<file path="src/rtl/tmr_pkg.sv">
package tmr_pkg;
  // ****************************************
  // register map (byte addresses)
  // ****************************************
  localparam logic [7:0] OFS_CTRL = 8'h00;
  localparam logic [7:0] OFS_TX = 8'h04;
  localparam logic [7:0] OFS_XMODE = 8'h08;
  localparam logic [7:0] OFS_TY = 8'h0c;
  localparam logic [7:0] OFS_TZ = 8'h10;
  localparam logic [7:0] OFS_TC = 8'h18;
  localparam logic [7:0] OFS_CAP = 8'h1c;
  localparam logic [7:0] OFS_STAT = 8'h20;
  localparam logic [7:0] OFS_MASK = 8'h24;
  // ****************************************
  // field positions
  // ****************************************
  localparam int CTL_XS = 0;
  localparam int CTL_YS = 1;
  localparam int CTL_ZS = 2;
  localparam int CTL_CS = 3;
  localparam int CTL_ZM = 4;
  localparam int XM_PP = 0;
  localparam int XM_EDGE = 1;
  localparam int XM_UND = 2;
  localparam int XM_POL = 3;
  localparam int ST_XUF = 0;
  localparam int ST_XEDGE = 1;
  localparam int ST_YUF = 2;
  localparam int ST_ZUF = 3;
  localparam int ST_CCAP = 4;
  localparam int NUM_EV = 5;
  // ****************************************
  // reset values and encodings
  // ****************************************
  localparam logic [7:0] CTRL_RST = 8'h00;
  localparam logic [3:0] XMODE_RST = 4'h0;
  localparam logic [NUM_EV-1:0] MASK_RST = 5'h00;
  localparam logic [1:0] ZM_TIMER = 2'h0;
  localparam logic [1:0] ZM_ONESHOT = 2'h1;
  localparam logic [1:0] ZM_WAITONE = 2'h2;
  localparam logic [2:0] SZ_BYTE = 3'h0;
  typedef enum logic [1:0] {BUS_IDLE, BUS_RD1, BUS_RD2} bus_e;
endpackage

</file>
<file path="src/rtl/timer_group.sv">
`timescale 1ns/1ps
// Functional notes
// - timers X, Y and Z stay stopped after reset until software loads and starts them.
// - a prescaler-plus-counter read is taken as two byte samples, so the count may move.
// - in pulse period mode writing 0 to the edge or underflow flag clears it.
// - writing 1 to either timer X flag leaves it unchanged; only events set them.
// - on entry to pulse period mode the flags are undefined and software zeroes both.
// - in the timer Z one-shot modes clearing the start bit reloads the counter and stops.
// - a 16-bit timer C read returns a coherent high and low byte pair.

// ****************************************
// prescaler followed by an 8-bit counter
// ****************************************
module presc_counter #(
  parameter int W = 8
) (
  input wire logic clk, // clock
  input wire logic rstn, // sync reset, low
  input wire logic ce, // clock enable
  input wire logic run, // counting allowed
  input wire logic load, // software write
  input wire logic [W-1:0] pre_val, // prescaler value
  input wire logic [W-1:0] cnt_val, // counter value
  input wire logic restore, // reload and hold
  output logic [W-1:0] pre, // live prescaler
  output logic [W-1:0] cnt, // live counter
  output logic uf // underflow pulse
);
  logic [W-1:0] pre_rl;
  logic [W-1:0] cnt_rl;
  wire pre_zero = (pre == '0);
  wire cnt_zero = (cnt == '0);

  // down count, reload on underflow
  always_ff @(posedge clk) begin
    if (!rstn) begin
      pre <= '0;
      cnt <= '0;
      pre_rl <= '0;
      cnt_rl <= '0;
      uf <= 1'b0;
    end else if (ce) begin
      uf <= 1'b0;
      if (load) begin
        pre <= pre_val;
        cnt <= cnt_val;
        pre_rl <= pre_val;
        cnt_rl <= cnt_val;
      end else if (restore) begin
        pre <= pre_rl;
        cnt <= cnt_rl;
      end else if (run) begin
        if (pre_zero) begin
          pre <= pre_rl;
          if (cnt_zero) begin
            cnt <= cnt_rl;
            uf <= 1'b1;
          end else begin
            cnt <= cnt - 1'b1;
          end
        end else begin
          pre <= pre - 1'b1;
        end
      end
    end
  end
endmodule

// ****************************************
// timer group top
// ****************************************
module timer_group
  import tmr_pkg::*;
#(
  parameter int CW = 16
) (
  input wire logic CLK, // system clock
  input wire logic RSTN, // sync reset, low
  input wire logic CE, // clock enable
  input wire logic HSEL, // slave select
  input wire logic [31:0] HADDR, // address
  input wire logic [1:0] HTRANS, // transfer type
  input wire logic HWRITE, // write
  input wire logic [2:0] HSIZE, // size
  input wire logic [31:0] HWDATA, // write data
  input wire logic HREADY, // bus ready
  output logic [31:0] HRDATA, // read data
  output logic HREADYOUT, // slave ready
  output logic HRESP, // always okay
  input wire logic X_IN, // timer X pulse pin
  input wire logic C_IN, // timer C capture pin
  output logic Z_OUT, // timer Z one-shot out
  output logic IRQ // interrupt level
);
  // ****************************************
  // state
  // ****************************************
  bus_e bus;
  logic [7:0] ctrl;
  logic [3:0] xmode;
  logic [NUM_EV-1:0] stat;
  logic [NUM_EV-1:0] mask;
  logic [CW-1:0] tcnt;
  logic [CW-1:0] tcap;
  logic [7:0] c_hi_latch;
  logic [7:0] a_addr;
  logic [2:0] a_size;
  logic wr_pend;
  logic [7:0] rd_lo;
  logic [31:0] snap;
  logic [2:0] x_sync;
  logic [2:0] c_sync;

  // ****************************************
  // bus decode
  // ****************************************
  wire addr_ok = HSEL && HTRANS[1] && HREADY;
  wire [1:0] bl = a_addr[1:0];
  wire [3:0] be_byte = 4'h1 << bl;
  wire [3:0] be_half = bl[1] ? 4'hc : 4'h3;
  wire [3:0] be = (a_size == SZ_BYTE) ? be_byte : (a_size == 3'h1) ? be_half : 4'hf;
  wire [7:0] wa = {a_addr[7:2], 2'b00};
  wire wr_ctrl = wr_pend && (wa == OFS_CTRL) && be[0];
  wire wr_x = wr_pend && (wa == OFS_TX);
  wire wr_xm = wr_pend && (wa == OFS_XMODE) && be[0];
  wire wr_y = wr_pend && (wa == OFS_TY);
  wire wr_z = wr_pend && (wa == OFS_TZ);
  wire wr_tc = wr_pend && (wa == OFS_TC);
  wire wr_mask = wr_pend && (wa == OFS_MASK) && be[0];
  wire rd_end = (bus == BUS_RD2);
  wire rd_stat = rd_end && (wa == OFS_STAT);
  wire c_lo_byte = (a_size == SZ_BYTE) && (bl == 2'h0);
  wire c_hi_byte = (a_size == SZ_BYTE) && (bl == 2'h1);

  // ****************************************
  // pin synchronisers and edges
  // ****************************************
  // stage 0 feeds stage 1 only; edges look at stages 1 and 2
  always_ff @(posedge CLK) begin
    if (!RSTN) begin
      x_sync <= 3'h0;
      c_sync <= 3'h0;
    end else if (CE) begin
      x_sync <= {x_sync[1:0], X_IN};
      c_sync <= {c_sync[1:0], C_IN};
    end
  end

  wire x_rise = x_sync[1] && !x_sync[2];
  wire x_fall = !x_sync[1] && x_sync[2];
  wire x_edge_ev = xmode[XM_PP] && ctrl[CTL_XS] && (xmode[XM_POL] ? x_fall : x_rise);
  wire c_cap_ev = ctrl[CTL_CS] && c_sync[1] && !c_sync[2];

  // ****************************************
  // timers X, Y and Z
  // ****************************************
  wire [1:0] zmode = ctrl[CTL_ZM+1:CTL_ZM];
  wire z_oneshot = (zmode == ZM_ONESHOT) || (zmode == ZM_WAITONE);
  // start bit falling by software write in a one-shot mode
  wire z_stop_sw = wr_ctrl && z_oneshot && ctrl[CTL_ZS] && !HWDATA[CTL_ZS];
  wire [7:0] x_pre;
  wire [7:0] x_cnt;
  wire [7:0] y_pre;
  wire [7:0] y_cnt;
  wire [7:0] z_pre;
  wire [7:0] z_cnt;
  wire x_uf;
  wire y_uf;
  wire z_uf;

  // run only on the start bits, all clear after reset
  presc_counter #(.W(8)) u_tx (
    .clk(CLK), .rstn(RSTN), .ce(CE),
    .run(ctrl[CTL_XS]),
    .load(wr_x && be[0] && be[1]),
    .pre_val(HWDATA[7:0]), .cnt_val(HWDATA[15:8]), .restore(1'b0),
    .pre(x_pre), .cnt(x_cnt), .uf(x_uf)
  );
  presc_counter #(.W(8)) u_ty (
    .clk(CLK), .rstn(RSTN), .ce(CE),
    .run(ctrl[CTL_YS]),
    .load(wr_y && be[0] && be[1]),
    .pre_val(HWDATA[7:0]), .cnt_val(HWDATA[15:8]), .restore(1'b0),
    .pre(y_pre), .cnt(y_cnt), .uf(y_uf)
  );
  // one-shot end also reloads from the reload values
  presc_counter #(.W(8)) u_tz (
    .clk(CLK), .rstn(RSTN), .ce(CE),
    .run(ctrl[CTL_ZS]),
    .load(wr_z && be[0] && be[1]),
    .pre_val(HWDATA[7:0]), .cnt_val(HWDATA[15:8]),
    .restore(z_stop_sw),
    .pre(z_pre), .cnt(z_cnt), .uf(z_uf)
  );

  // ****************************************
  // control register
  // ****************************************
  // hardware ends a one-shot on underflow; that stop wins over a write
  always_ff @(posedge CLK) begin
    if (!RSTN) begin
      ctrl <= CTRL_RST;
    end else if (CE) begin
      if (wr_ctrl) begin
        ctrl <= HWDATA[7:0];
      end
      if (z_uf && z_oneshot) begin
        ctrl[CTL_ZS] <= 1'b0;
      end
    end
  end

  // ****************************************
  // timer X mode register and flags
  // ****************************************
  // a written 0 clears, a written 1 keeps; an event in the same cycle wins
  always_ff @(posedge CLK) begin
    if (!RSTN) begin
      xmode <= XMODE_RST;
    end else if (CE) begin
      if (wr_xm) begin
        xmode[XM_PP] <= HWDATA[XM_PP];
        xmode[XM_POL] <= HWDATA[XM_POL];
        xmode[XM_EDGE] <= (xmode[XM_EDGE] && HWDATA[XM_EDGE]) || x_edge_ev;
        xmode[XM_UND] <= (xmode[XM_UND] && HWDATA[XM_UND]) || (xmode[XM_PP] && x_uf);
      end else begin
        xmode[XM_EDGE] <= xmode[XM_EDGE] || x_edge_ev;
        xmode[XM_UND] <= xmode[XM_UND] || (xmode[XM_PP] && x_uf);
      end
    end
  end

  // ****************************************
  // timer C counter and capture
  // ****************************************
  always_ff @(posedge CLK) begin
    if (!RSTN) begin
      tcnt <= '0;
      tcap <= '0;
    end else if (CE) begin
      if (wr_tc && be[0] && be[1]) begin
        tcnt <= HWDATA[CW-1:0];
      end else if (ctrl[CTL_CS]) begin
        tcnt <= tcnt + 1'b1;
      end
      if (c_cap_ev) begin
        tcap <= tcnt;
      end
    end
  end

  // ****************************************
  // interrupt status and mask
  // ****************************************
  wire [NUM_EV-1:0] ev = {c_cap_ev, z_uf, y_uf, x_edge_ev, x_uf};

  // read clears; an event in the clearing cycle stays set
  always_ff @(posedge CLK) begin
    if (!RSTN) begin
      stat <= '0;
      mask <= MASK_RST;
      IRQ <= 1'b0;
      Z_OUT <= 1'b0;
    end else if (CE) begin
      stat <= (rd_stat ? '0 : stat) | ev;
      if (wr_mask) begin
        mask <= HWDATA[NUM_EV-1:0];
      end
      IRQ <= |(stat & mask);
      Z_OUT <= ctrl[CTL_ZS] && z_oneshot;
    end
  end

  // ****************************************
  // read data selection
  // ****************************************
  // whole-word view used when the word is taken in one sample
  logic [31:0] rd_word;
  always_comb begin
    rd_word = 32'h0;
    case (wa)
      OFS_CTRL: rd_word = {24'h0, ctrl};
      OFS_XMODE: rd_word = {28'h0, xmode};
      OFS_TC: rd_word = {{(32-CW){1'b0}}, tcnt};
      OFS_CAP: rd_word = {{(32-CW){1'b0}}, tcap};
      OFS_STAT: rd_word = {{(32-NUM_EV){1'b0}}, stat};
      OFS_MASK: rd_word = {{(32-NUM_EV){1'b0}}, mask};
      default: rd_word = 32'h0;
    endcase
  end

  wire is_pc = (wa == OFS_TX) || (wa == OFS_TY) || (wa == OFS_TZ);
  wire [7:0] pre_sel = (wa == OFS_TX) ? x_pre : (wa == OFS_TY) ? y_pre : z_pre;
  wire [7:0] cnt_sel = (wa == OFS_TX) ? x_cnt : (wa == OFS_TY) ? y_cnt : z_cnt;
  wire is_c = (wa == OFS_TC) || (wa == OFS_CAP);
  // byte reads of timer C: low byte latches high byte, high byte returns it
  wire [31:0] c_word = c_hi_byte ? {16'h0, c_hi_latch, 8'h0} : snap;
  // second byte is sampled a cycle after the first, live count
  wire [31:0] pc_word = {16'h0, cnt_sel, rd_lo};
  wire [31:0] rd_final = is_pc ? pc_word : is_c ? c_word : snap;

  // ****************************************
  // AHB-Lite slave
  // ****************************************
  // reads take two wait states so the byte pair is sampled in two steps
  always_ff @(posedge CLK) begin
    if (!RSTN) begin
      bus <= BUS_IDLE;
      HREADYOUT <= 1'b1;
      HRDATA <= 32'h0;
      HRESP <= 1'b0;
      a_addr <= 8'h0;
      a_size <= 3'h0;
      wr_pend <= 1'b0;
      rd_lo <= 8'h0;
      snap <= 32'h0;
      c_hi_latch <= 8'h0;
    end else if (CE) begin
      wr_pend <= 1'b0;
      unique case (bus)
        BUS_IDLE: begin
          if (addr_ok) begin
            a_addr <= HADDR[7:0];
            a_size <= HSIZE;
            if (HWRITE) begin
              wr_pend <= 1'b1;
            end else begin
              bus <= BUS_RD1;
              HREADYOUT <= 1'b0;
            end
          end
        end
        BUS_RD1: begin
          rd_lo <= pre_sel;
          snap <= rd_word;
          if (is_c && c_lo_byte) begin
            c_hi_latch <= rd_word[15:8];
          end
          bus <= BUS_RD2;
        end
        BUS_RD2: begin
          HRDATA <= rd_final;
          HREADYOUT <= 1'b1;
          bus <= BUS_IDLE;
        end
        // the spare code falls back to idle so the bus can never lock up
        default: begin
          bus <= BUS_IDLE;
          HREADYOUT <= 1'b1;
        end
      endcase
    end
  end

endmodule

</file>
<file path="config.mk">
export PLATFORM = sky130hd
export DESIGN_NAME = timer_group
export DESIGN_NICKNAME = d
export VERILOG_FILES = /design/src/rtl/tmr_pkg.sv /design/src/rtl/timer_group.sv
export SDC_FILE = /design/constraint.sdc
export NUM_CORES = 1
export LEC_CHECK = 0
export BUFFER_PORTS_ARGS = -buffer_cell sky130_fd_sc_hd__buf_2
export CORE_UTILIZATION = 53
export DETAILED_ROUTE_END_ITERATION = 16
export HOLD_SLACK_MARGIN = 0.1
export PLACE_DENSITY = 0.71
export SLEW_MARGIN = 30
export SYNTH_ARGS = -nofsm -noshare
export SYNTH_HDL_FRONTEND = slang
export SYNTH_SLANG_ARGS = --single-unit
export TNS_END_PERCENT = 20
</file>
<file path="constraint.sdc">
create_clock -name CLK -period 4.5 [get_ports CLK]
set_clock_uncertainty 0.2 [all_clocks]
set_input_delay 0.675 -clock CLK [delete_from_list [all_inputs] [get_ports CLK]]
set_output_delay 0.675 -clock CLK [all_outputs]
set_load 0.05 [all_outputs]
</file>
==> impl_metrics.csv <==
group,metric,value,unit
synth,synth.ff_latch_count,224,
timing,hold_violations,0,
drt,detailedRoute.firstIterationViolations,885,
drt,routed_wire_length_per_instance,18.6,um
placed_design,dp_cells,1662,
global_routing,grt_antenna_before_repair,0,
job,max-cap-violations,0,
timing,timing.final.crit_share,0.712,
timing,finalWorstPathRequiredPeriod,3.20,ns
final_layout,final_non_filler_cells,1707,
clock_tree,number_of_buffers_inserted_during_clock_tree_synthesis,25,
timing,tightest_slew,0.942,ns
clock_tree,cts_root_buffer,"sky130_fd_sc_hd__clkbuf_16",
setup_path,cp_data_arrival_time,3.40,ns
placed_design,placement.cell_area,11600,sq um
placed_design,dp_hpwl,21400,um
power,power.leakage,0.00437,uW
final_layout,diodes,0,
setup_path,worstPathRequired,4.70,ns
timing,unrepaired_setup_endpoints_after_global_routing,"false",
setup_path,cp-startpoint,"a_addr[2]$_SDFFE_PN0P_",
setup_path,worst_setup_path_endpoint,"u_ty.cnt_rl[5]$_SDFFE_PN0P_",
clock_tree,clock-sinks,224,
status,status,"completed",
synth,synth_async_sr_flop_share,0,
timing,slew_violations,0,
global_routing,largest_net_degree_at_the_start_of_global_routing,59,
synth,post_synth_inst_count,1415,
timing,slew_headroom,0.370,
setup_path,reg2regPathDepth,7,
die,fp.dieW,148,um
final_layout,layout-drive-gt1-share,0.114,
drt,vias,10316,
drt,route.antenna.remaining_nets,0,
timing,final-setup-viol-count,0,
clock_tree,cts_tree,"yes",
placed_design,port_buffers,54,
synth,synth.yosys.seq_area_share,0.399,
final_layout,nNetsFinal,1509,
final_layout,flow.area_growth_from_synthesis,10.6,%
die,row_count,52,
die,pin_count,113,
final_layout,multiInputGateArea,6200,sq um
drt,post_drt_via_cell_ratio,6.04,
setup_path,timing.setup.critical_path_class,"reg2reg",
global_routing,global_route.usage.total,0.289,
drt,drc_errors,0,
setup_path,critical_path.endpoint_type,"register",
clock_tree,hold_bufs_inserted_after_cts,0,
timing,worst_hold_slack,0.191,ns
power,power_density_cells,339,nW/um^2
final_layout,register_area,4480,sq um
die,dieHeight,148,um
die,floorplan.die_area,21800,sq um
min_path,min_path_type,"in2reg",
synth,yosysWarningCount,0,
synth,unique_masters_post_synth,66,
global_routing,first_global_vias,9348,
placed_design,gp_congestion,0.889,
setup_path,worst-path-max-fanout,31,
power,worst_ir_drop_vdd,0.000273,V
clock_tree,clk_transition_reported_paths,0.06,ns
synth,ys.flop_type,"sky130_fd_sc_hd__dfxtp_1",
clock_tree,worstSkewPairLatency,0.52,ns
synth,synth_area_per_cell,7.94,sq um
global_routing,grt_overflow_total,0,
clock_tree,cts.path.max_buffers,3,
die,start_util,0.548,
final_layout,fillCellCount,1860,
synth,post_synth_instance_area,11200,sq um
clock_tree,cts_htree_levels,1,
global_routing,grt_first_pass_wirelength,50200,um
timing,totalNegativeSetupSlack,0,ns
setup_path,r2r_end,"u_ty.cnt_rl[5]$_SDFFE_PN0P_",
clock_tree,cts.repair.resized,0,
drt,detail_route.wirelength,31800,um
power,post-layout-total-power,4210,uW
die,core-area,20500,sq um
drt,detailedRoute.firstPassIterationCount,7,
final_layout,finalInstanceArea,12400,sq um
synth,synth-edff-count,0,
timing,maximum_clock_frequency,312,MHz
setup_path,r2r_setup_slack,1.30,ns
clock_tree,cts_setup_buffers,0,
setup_path,element_type_at_the_critical_path_start,"register",
setup_path,timing.rr.start,"a_addr[2]$_SDFFE_PN0P_",
layout by cell type (no fill, tap or decap), types with 9 or more instances in the layout:
cell type	Yosys	routed
sky130_fd_sc_hd__nor4_1	11	11
sky130_fd_sc_hd__a21oi_1	169	169
sky130_fd_sc_hd__nor2b_1	9	9
sky130_fd_sc_hd__xor2_1	17	17
sky130_fd_sc_hd__ha_1	13	13
sky130_fd_sc_hd__nand2b_1	9	9
sky130_fd_sc_hd__mux2_2	19	19
sky130_fd_sc_hd__a211oi_1	37	37
sky130_fd_sc_hd__xnor2_1	15	15
sky130_fd_sc_hd__a31oi_1	22	22
sky130_fd_sc_hd__clkbuf_16	0	25
sky130_fd_sc_hd__buf_2	13	54
sky130_fd_sc_hd__dfxtp_1	224	224
sky130_fd_sc_hd__clkbuf_8	0	10
sky130_fd_sc_hd__nand3_1	45	45
sky130_fd_sc_hd__a22o_1	9	9
sky130_fd_sc_hd__o21ai_0	67	67
sky130_fd_sc_hd__nor2_1	155	155
sky130_fd_sc_hd__nor3_1	9	9
sky130_fd_sc_hd__nand2_1	224	224
sky130_fd_sc_hd__conb_1	1	17
sky130_fd_sc_hd__o211ai_1	25	25
sky130_fd_sc_hd__buf_4	19	27
sky130_fd_sc_hd__inv_1	19	18
sky130_fd_sc_hd__mux2i_1	55	55
sky130_fd_sc_hd__a22oi_1	25	25
flip-flops by register name, indices dropped and copies added (netlist names), 5 cells and up:
signal       cells
HRDATA          16
a_addr           8
c_hi_latch       8
ctrl             8
mask             5
rd_lo            8
snap            16
stat             5
tcap            16
tcnt            16
u_tx.cnt         8
u_tx.cnt_rl      8
u_tx.pre         8
u_tx.pre_rl      8
u_ty.cnt         8
u_ty.cnt_rl      8
u_ty.pre         8
u_ty.pre_rl      8
u_tz.cnt         8
u_tz.cnt_rl      8
u_tz.pre         8
u_tz.pre_rl      8
Yosys cell counts, types with 11 or more instances:
library cell / n / area, sq um
sky130_fd_sc_hd__nor4_1: 11 / 68.8
sky130_fd_sc_hd__o211ai_1: 25 / 188
sky130_fd_sc_hd__xnor2_1: 15 / 131
sky130_fd_sc_hd__mux2i_1: 55 / 551
sky130_fd_sc_hd__nand2_1: 224 / 841
sky130_fd_sc_hd__a211oi_1: 37 / 278
sky130_fd_sc_hd__mux2_2: 19 / 214
sky130_fd_sc_hd__a21oi_1: 169 / 846
sky130_fd_sc_hd__dfxtp_1: 224 / 4480
sky130_fd_sc_hd__a22oi_1: 25 / 188
sky130_fd_sc_hd__buf_2: 13 / 65.1
sky130_fd_sc_hd__nor2_1: 155 / 582
sky130_fd_sc_hd__ha_1: 13 / 163
sky130_fd_sc_hd__o21ai_0: 67 / 335
sky130_fd_sc_hd__a31oi_1: 22 / 138
sky130_fd_sc_hd__buf_4: 19 / 143
sky130_fd_sc_hd__nand3_1: 45 / 225
sky130_fd_sc_hd__clkbuf_1: 83 / 312
sky130_fd_sc_hd__inv_1: 19 / 71.3
sky130_fd_sc_hd__xor2_1: 17 / 149
through the flow:
step                setup slack, ns  utilization
floorplan                      1.89            -
global placement               1.39        0.566
detailed placement             1.37        0.566
CTS                            1.35        0.606
global route                   1.09        0.606
finish                         1.30        0.606
worst min path at each step:
stage	to	slack, ns	startpoint	cells after the start
after floorplan	tcap[5]$_SDFFE_PN0P_	0.23	tcap[5]$_SDFFE_PN0P_	2
after global placement	tcap[5]$_SDFFE_PN0P_	0.24	tcap[5]$_SDFFE_PN0P_	2
after detailed placement	u_tz.cnt_rl[2]$_SDFFE_PN0P_	0.24	u_tz.cnt_rl[2]$_SDFFE_PN0P_	2
after CTS	a_addr[1]$_SDFFE_PN0P_	0.19	HADDR[1]	3
after global routing	a_size[2]$_SDFFE_PN0P_	0.20	HSIZE[2]	3
final	a_addr[1]$_SDFFE_PN0P_	0.19	HADDR[1]	3
report_power, final:
group	switching, uW	internal (uW)	total, uW
logic	167	51.6	219
clock network	810	1180	1990
registers	10.3	1990	2000
layer usage:
| layer | vias up | GRT usage | share of wire | routed length, um |
|---|---|---|---|---|
| met4 | 0 | 0.0881 | 0.026 | 825 |
| met2 | 348 | 0.474 | 0.47 | 14800 |
| met1 | 4910 | 0.395 | 0.45 | 14200 |
| met3 | 55 | 0.0352 | 0.063 | 1990 |
| li1 | 5003 | - | - | - |
| met5 | - | 0 | 0 | 0 |
logic make-up after synthesis:
logic type,share of synthesized area
and+or+nand+nor,0.200
AOI/OAI and AO/OA,0.236
DFF,0.399
buffers and inverters,0.0563
muxes,0.0681
xor gates and xnor gates,0.0250
adders and majority gates,0.0145
other,0.000334
final cells by class:
class	count	area share
clock buffers	40	0.0630
well taps	270	0.0272
clock inverters	5	0.00201
flip-flops and latches	224	0.361
repair buffers	83	0.0413
inverters	19	0.00594
multi-input cells	1066	0.499
worst max-delay path, stage by stage, from the launching register on:
cell and delay, ns:
sky130_fd_sc_hd__dfxtp_1 0.64, sky130_fd_sc_hd__nor4bb_4 0.29, sky130_fd_sc_hd__buf_4 0.36, sky130_fd_sc_hd__and3_1 0.25, sky130_fd_sc_hd__buf_4 0.29, sky130_fd_sc_hd__nand2_1 0.62, sky130_fd_sc_hd__mux2i_1 0.35, sky130_fd_sc_hd__nor2_1 0.05
(Power assumes the default switching activity.)
